==> config.mk <==
export PLATFORM = sky130hd
export DESIGN_NAME = scd_core
export DESIGN_NICKNAME = d
export VERILOG_FILES = /design/src/rtl/scd_pkg.sv /design/src/rtl/scd_core.sv /design/src/rtl/scd_sync.sv
export VERILOG_INCLUDE_DIRS = /design/src /design/src/rtl
export SDC_FILE = /design/constraint.sdc
export NUM_CORES = 1
export LEC_CHECK = 0
export BUFFER_PORTS_ARGS = -buffer_cell sky130_fd_sc_hd__clkbuf_2
export CORE_ASPECT_RATIO = 1.25
export CORE_MARGIN = 4
export CORE_UTILIZATION = 50
export CTS_CLUSTER_SIZE = 14
export DETAILED_ROUTE_END_ITERATION = 16
export PLACE_DENSITY = 0.8
export SYNTH_ARGS = -nofsm -noshare
export SYNTH_HDL_FRONTEND = slang
export SYNTH_SLANG_ARGS = --single-unit
==> constraint.sdc <==
create_clock -name mclk -period 2.89 [get_ports mclk]
set_input_delay 0.1445 -clock mclk [delete_from_list [all_inputs] [get_ports mclk]]
set_output_delay 0.1445 -clock mclk [all_outputs]
set_load 0.02 [all_outputs]
==> src/rtl/scd_regs.svh <==
// Constants for the serial current converter interface
`ifndef SCD_REGS_SVH
`define SCD_REGS_SVH
`define SCD_WORD_W     24
`define SCD_ADDR_W     8
`define SCD_DATA_W     16
`define SCD_ADDR_NOP   8'h00
`define SCD_ADDR_DATA  8'h01
`define SCD_ADDR_RDBK  8'h02
`define SCD_ADDR_CTRL  8'h55
`define SCD_ADDR_RST   8'h56
`define SCD_DATA_RST   16'h0000
`define SCD_CTRL_RST   16'h0000
// Control field positions: range select bits, daisy-chain enable bit
`define SCD_CTRL_RANGE_LO 0
`define SCD_CTRL_DCEN     3
// Readback select positions in data word of a readback request
`define SCD_RB_SEL_LO  0
// Code written to the reset register that triggers a soft reset
`define SCD_RST_KEY    16'h0001
// Lowest output code, the same for every range (0-20, 0-24 and 4-20 style floors)
`define SCD_FLOOR_ZERO 16'h0000
`endif

==> src/rtl/scd_pkg.sv <==
// Types for the serial current converter interface
package scd_pkg;
    typedef struct packed {
        logic [7:0]  addr;
        logic [15:0] data;
    } scd_word_s;
    typedef struct packed {
        logic sclk;
        logic serial_data_in;
        logic latch;
        logic floor;
    } scd_pins_s;
    typedef struct packed {
        logic openCircuit;
        logic overTemp;
    } scd_fault_s;
endpackage

==> src/rtl/scd_core.sv <==
// Serial interface core of the current converter
`timescale 1ns/100ps
`include "scd_regs.svh"

// Behaviour
// - Serial data input is shifted in on each rising edge of the serial clock.
// - A rising load strobe copies the shift register into the converter register.
// - Serial output data changes on falling serial clock edges in readback or chain.
// - While the floor input is high the output code is forced to the range bottom.
// - Alert goes low on open circuit in current mode or on over-temperature.
// - Alert is open drain: only driven low, released otherwise.
// - The shift register is 24 bits, MSB first, 8-bit address above 16-bit data.
// - Shifting ignores the strobe; the last 24 bits before its rising edge are taken.
// - Address codes select nop, data, readback, control and reset registers.
module scd_core
    import scd_pkg::*;
(
    // Clock and reset
    input  wire logic              mclk,
    input  wire logic              rstn,
    // Serial link pins, asynchronous to mclk
    input  wire scd_pkg::scd_pins_s pins,
    // Fault detectors from the analogue side
    input  wire scd_pkg::scd_fault_s fault,
    input  wire logic              currentMode,
    // Serial data output pin
    output logic                   serialDataOut,
    output logic                   serialDataOe,
    // Open-drain alert pin
    output logic                   alertOut,
    output logic                   alertOe,
    // Converter side
    output logic [15:0]            dacCode,
    output logic [15:0]            ctrlReg,
    output logic                   outputFloor
);
    import scd_pkg::*;

    logic [3:0] pinSync;
    logic [1:0] faultSync;
    logic       sclkS, sdinS, latchS, floorS;
    logic       sclkPrev_r, latchPrev_r;
    logic       sclkRise, sclkFall, latchRise;

    logic [23:0] shift_r, shift_nxt;
    logic [15:0] data_r, data_nxt;
    logic [15:0] ctrl_r, ctrl_nxt;
    logic [23:0] rdbk_r, rdbk_nxt;
    logic        rbMode_r, rbMode_nxt;
    logic        sdo_r, sdo_nxt;
    logic        sdoOe_r, sdoOe_nxt;
    logic        alertOe_r, alertOe_nxt;
    logic        floor_r, floor_nxt;
    logic [15:0] code_r, code_nxt;
    scd_word_s   word;
    // Readback value picked at the strobe, before it enters the output shifter
    logic [23:0] rbVal;

    // Pins pass two flops before anything reads them
    scd_sync #(.W(4)) uPinSync (
        .mclk (mclk),
        .rstn (rstn),
        .din  ({pins.sclk, pins.serial_data_in, pins.latch, pins.floor}),
        .dout (pinSync)
    );
    scd_sync #(.W(2)) uFaultSync (
        .mclk (mclk),
        .rstn (rstn),
        .din  ({fault.openCircuit, fault.overTemp}),
        .dout (faultSync)
    );

    assign sclkS  = pinSync[3];
    assign sdinS  = pinSync[2];
    assign latchS = pinSync[1];
    assign floorS = pinSync[0];

    // Edge detection on synchronised copies; a 30 MHz link is too fast for
    // a 25 MHz sampler; the bench link at 320 ns per bit stays well inside the limit
    assign sclkRise  = sclkS & ~sclkPrev_r;
    assign sclkFall  = ~sclkS & sclkPrev_r;
    assign latchRise = latchS & ~latchPrev_r;
    assign word      = shift_r;

    // Next-state logic for the shift path and registers
    always_comb begin
        shift_nxt   = shift_r;
        data_nxt    = data_r;
        ctrl_nxt    = ctrl_r;
        rdbk_nxt    = rdbk_r;
        rbMode_nxt  = rbMode_r;
        sdo_nxt     = sdo_r;
        sdoOe_nxt   = sdoOe_r;
        // Read select: 0 data, 1 control, otherwise status
        rbVal       = {8'h00, (word.data[1:0] == 2'd0) ? data_r :
                       (word.data[1:0] == 2'd1) ? ctrl_r :
                       {14'h0000, faultSync}};
        // Shift regardless of strobe level, MSB first
        if (sclkRise) begin
            shift_nxt = {shift_r[22:0], sdinS};
        end
        // Output changes on falling clock, from readback or chain data; a readback strobe also sets it
        if (sclkFall && (rbMode_r || ctrl_r[`SCD_CTRL_DCEN])) begin
            sdo_nxt   = rbMode_r ? rdbk_r[23] : shift_r[23];
            sdoOe_nxt = 1'b1;
            if (rbMode_r) begin
                rdbk_nxt = {rdbk_r[22:0], 1'b0};
            end
        end
        // Strobe takes the word; undefined addresses fall through untouched
        if (latchRise) begin
            rbMode_nxt = 1'b0;
            sdoOe_nxt  = ctrl_r[`SCD_CTRL_DCEN];
            if (word.addr == `SCD_ADDR_DATA) begin
                data_nxt = word.data;
            end else if (word.addr == `SCD_ADDR_CTRL) begin
                ctrl_nxt = word.data;
            end else if (word.addr == `SCD_ADDR_RST) begin
                if (word.data[0]) begin
                    data_nxt = `SCD_DATA_RST;
                    ctrl_nxt = `SCD_CTRL_RST;
                end
            end else if (word.addr == `SCD_ADDR_RDBK) begin
                // First bit stands from the strobe, so 24 clocks carry all 24 bits
                rbMode_nxt = 1'b1;
                sdo_nxt    = rbVal[23];
                sdoOe_nxt  = 1'b1;
                rdbk_nxt   = {rbVal[22:0], 1'b0};
            end
            // NOP and undefined codes leave data and control alone; the strobe still ends readback and reloads the output enable from the chain enable bit
        end
    end

    // Output side: floor forcing and open-drain alert
    always_comb begin
        floor_nxt   = floorS;
        code_nxt    = floorS ? `SCD_FLOOR_ZERO : data_r;
        alertOe_nxt = (faultSync[1] & currentMode) | faultSync[0];
    end

    // Registers
    always_ff @(posedge mclk) begin
        if (!rstn) begin
            sclkPrev_r  <= 1'b0;
            latchPrev_r <= 1'b0;
            shift_r     <= 24'h00_0000;
            data_r      <= `SCD_DATA_RST;
            ctrl_r      <= `SCD_CTRL_RST;
            rdbk_r      <= 24'h00_0000;
            rbMode_r    <= 1'b0;
            sdo_r       <= 1'b0;
            sdoOe_r     <= 1'b0;
            alertOe_r   <= 1'b0;
            floor_r     <= 1'b0;
            code_r      <= `SCD_DATA_RST;
        end else begin
            sclkPrev_r  <= sclkS;
            latchPrev_r <= latchS;
            shift_r     <= shift_nxt;
            data_r      <= data_nxt;
            ctrl_r      <= ctrl_nxt;
            rdbk_r      <= rdbk_nxt;
            rbMode_r    <= rbMode_nxt;
            sdo_r       <= sdo_nxt;
            sdoOe_r     <= sdoOe_nxt;
            alertOe_r   <= alertOe_nxt;
            floor_r     <= floor_nxt;
            code_r      <= code_nxt;
        end
    end

    // Ports straight from flops; alert data is constant low
    assign serialDataOut = sdo_r;
    assign serialDataOe  = sdoOe_r;
    assign alertOut      = 1'b0;
    assign alertOe       = alertOe_r;
    assign dacCode       = code_r;
    assign ctrlReg       = ctrl_r;
    assign outputFloor   = floor_r;
endmodule

==> src/rtl/scd_sync.sv <==
// Two-flop synchroniser for a group of pin inputs
`timescale 1ns/100ps
module scd_sync #(
    parameter int W = 1
) (
    // Clock and reset
    input  wire logic         mclk,
    input  wire logic         rstn,
    // Asynchronous in, synchronous out
    input  wire logic [W-1:0] din,
    output logic      [W-1:0] dout
);
    logic [W-1:0] meta_r;
    logic [W-1:0] meta_nxt;
    logic [W-1:0] sync_r;
    logic [W-1:0] sync_nxt;

    // Next values: first stage only feeds the second
    always_comb begin
        meta_nxt = din;
        sync_nxt = meta_r;
    end

    // Registers
    always_ff @(posedge mclk) begin
        if (!rstn) begin
            meta_r <= '0;
            sync_r <= '0;
        end else begin
            meta_r <= meta_nxt;
            sync_r <= sync_nxt;
        end
    end

    assign dout = sync_r;
endmodule

==> run summary <==
Outcome: finished clean
Yosys reg bits: 115
Worst path cell trace: or3_4 -> o41ai_2 -> nor2_1 -> a22o_1
Worst-margin pin slew: 1.214 ns
Clock Power Share: 53.0%
Area leader, netlist: dfxtp_1
Post-route setup TNS: 0 ns
TritonCTS clock tree: built
Detailed Route Iter0 Violations: 199
Antenna violations before repair: 0
CP arrival: 2.40 ns
Share of the synthesized area in the top cell type: 55.14%
Inserted Clock Buffers: 17
Crit-path max cell delay: 0.92 ns
I/O pin count: 46
Setup bufs post-CTS: 0
Drt pass-1 iters: 4
Num Clock Sinks: 115
ANT cells: 0
Post-Synthesis Cell Area: 4175 sq um
Slew Limit Fails: 0
Final setup violation count: 0
Largest net degree at the start of global routing: 43
Switching part of the total: 19.94%
LEAKAGE: 1.987 nW
Critical path peak fanout: 16
Startpoint types: flip-flop
Switching pwr: 0.7117 mW
Synth unique cells: 33
Clock transition at path regs: 0.05 ns
Clock root buffer master: clkbuf_8
Syn nets: 449
Hpwl dp: 5786 um
H-tree Lvls: 4
RSZ-0062 raised after global routing: no
Routed vias/inst: 5.385
Fin cells: 598
Average size of a mapped cell: 9.489 sq um
Mapped Cells: 440
Number of global-route vias before repair: 3,239
Nets: 497
DR WL/cell: 15.23 um
Area growth, synth to finish: 21.55%
Reg2reg start: shift_r[21]
GPL Wtd Cong: 0.8733
Sequential power share: 44.9%
Row cnt: 37
Synth area leaders: dfxtp_1 55%, nand2_1 8.9%, a22o_1 6.7%
Total GRT Usage: 19.55%
CP Data Required Time: 3.34 ns
Setup CP Type: reg2reg
Combinational power share: 2.1%
Die ar.: 9886 sq um
Max frequency: 515.2 MHz
Max Clock Skew: 0.005479 ns
Internal Power: 2.858 mW
DRC viols: 0
P per Cell Area: 703.4 nW/um^2
Max rail drop VDD: 0.5526 mV
PortBufs: 44
Die width: 89.74 um
Post-synth EDFFs: 0
Period utilisation layout: 67.16%
Slew margin rel.: 18.77%
Longest Clk Path Bufs: 2
Max Cap Violations: 0
Global-route wire length before repair: 15,240 um
Layout cell share with drive strength beyond 1: 16.77%
CP Capture Type: flip-flop
Placed Cells: 558
R2R depth: 4
Insertion delay to the later sink of the worst-skew pair: 0.51 ns
DRT Wirelength: 9106 um
Slowest stage cell, crit path: nor2_1
Worst R2R Setup Slack: 0.95 ns
Routed vias: 3,220
Global route overflow: 0
Post-synthesis sequential area ratio: 55.14%
Min Tclk post-route: 1.941 ns
Starting Density: 50.95%
Core Area: 8194 sq um
Worst Setup EP: data_r[10]
Die Span Y: 110.2 um
Reg-to-Reg End: data_r[10]
Critical path origin: shift_r[21]
YS warnings: 0
Hold Path Class: in2reg
Ys flop type: dfxtp_1
Final hold vios: 0
Post-synth ARST share: 0%
Antenna viol nets, final: 0
## cell usage in the layout (no fill, tap or decap), types with 2 or more instances in the layout
cell type | netlist | layout
dfxtp_1 | 115 | 115
nand2_1 | 99 | 99
clkbuf_2 | 0 | 44
nor2_1 | 34 | 34
and2_1 | 32 | 32
a22o_1 | 32 | 32
a21boi_0 | 26 | 26
mux2i_1 | 17 | 17
a311oi_1 | 16 | 16
clkbuf_16 | 0 | 16
a21oi_1 | 9 | 9
clkbuf_8 | 0 | 9
dlygate4sd3_1 | 0 | 8
buf_4 | 1 | 7
nor2b_1 | 6 | 6
clkbuf_1 | 24 | 4
nand2b_1 | 3 | 3
clkinv_2 | 0 | 3
nor3_1 | 2 | 2
a211oi_1 | 2 | 2
nor3_2 | 2 | 2
## cells by family after synthesis
| group | synth area share, % |
|---|---|
| and+or+nand+nor | 20.05 |
| DFF | 55.14 |
| AOI/OAI and AO/OA | 17.20 |
| buffers and inverters | 3.177 |
| muxes | 4.345 |
| other | 0.08981 |
## worst min path at each step
stage / from / cells past startpoint / endpoint / slack, ns
finish: pins[1] / 3 / uPinSync.meta_r[1] / 0.38
global route: fault[0] / 3 / uFaultSync.meta_r[0] / 0.39
CTS: fault[1] / 3 / uFaultSync.meta_r[1] / 0.36
detailed placement: pins[2] / 2 / uPinSync.meta_r[2] / 0.36
global placement: pins[2] / 2 / uPinSync.meta_r[2] / 0.35
floorplan: fault[0] / 1 / uFaultSync.meta_r[0] / 0.27
## what timing repair did
item,4_1_cts,5_1_grt
hold buffers,8,0
resized for setup,0,0
endpoints found under the hold margin,11,0
## cell type report
| cell class | count | area [sq um] |
|---|---|---|
| Clock buffer | 29 | 539.3 |
| Clock inverter | 3 | 15.01 |
| Fill cell | 648 | 3119 |
| Inverter | 1 | 3.754 |
| Multi-Input combinational cell | 294 | 1740 |
| Sequential cell | 115 | 2302 |
| Tap cell | 97 | 121.4 |
| Timing Repair Buffer | 59 | 352.8 |
## power by group through the flow
stage / Combinational, mW / Clock [mW] / Sequential, mW
after floorplan: 0.0471 / 0 / 1.64
after global placement: 0.0658 / 0 / 1.63
after detailed placement: 0.0671 / 0 / 1.63
after CTS: 0.0761 / 1.91 / 1.60
after global routing: 0.0841 / 1.99 / 1.60
final: 0.0755 / 1.89 / 1.60
## cell usage after synthesis, types with 2 or more instances
cell / count
nand2b_1: 3
buf_2: 4
and2_1: 32
nor2b_1: 6
clkbuf_1: 24
a211oi_1: 2
a22o_1: 32
nor2_1: 34
dfxtp_1: 115
a311oi_1: 16
nor3_2: 2
nor3_1: 2
a21boi_0: 26
nand2_1: 99
mux2i_1: 17
a21oi_1: 9
## state kept, by name, indices dropped and copies added, names as in the netlist, 2 cells and up
signal and flops:
shift_r 24, uFaultSync.meta_r 2, ctrlReg 16, uPinSync.meta_r 4
uPinSync.dout 4, uFaultSync.dout 2, rdbk_r 24, data_r 16
dacCode 16
## critical path: cells and delay by family (launching register included)
kind / cells / cell delay [ns]
and+or+nand+nor: 2 / 1.11
AOI/OAI and AO/OA: 2 / 0.38
DFF: 1 / 0.39
## layer usage
layer / share of wire [%] / track usage [%] / routed length, um / vias up
met4: 2.9 / 10.95 / 261 / 0
li1: - / - / - / 1607
met5: 0 / 0 / 0 / -
met3: 5.0 / 6.993 / 458 / 24
met2: 48 / 32.10 / 4387 / 85
met1: 44 / 22.47 / 3998 / 1504
## per-stage QoR
stage | power (mW) | hold WS (ns) | area, sq um | util [%] | setup WS [ns]
2_1_floorplan | 1.682 | 0.2718 | 4175 | - | 1.216
6_report | 3.570 | 0.3805 | 5075 | 61.93 | 0.9490
3_3_place_gp | 1.700 | 0.3527 | 4441 | 54.19 | 0.9976
3_5_place_dp | 1.702 | 0.3555 | 4441 | 54.19 | 0.9760
4_1_cts | 3.591 | 0.3563 | 5075 | 61.93 | 0.9584
5_1_grt | 3.680 | 0.3859 | 5075 | 61.93 | 0.7861
Power figures use the tool's default switching activity.
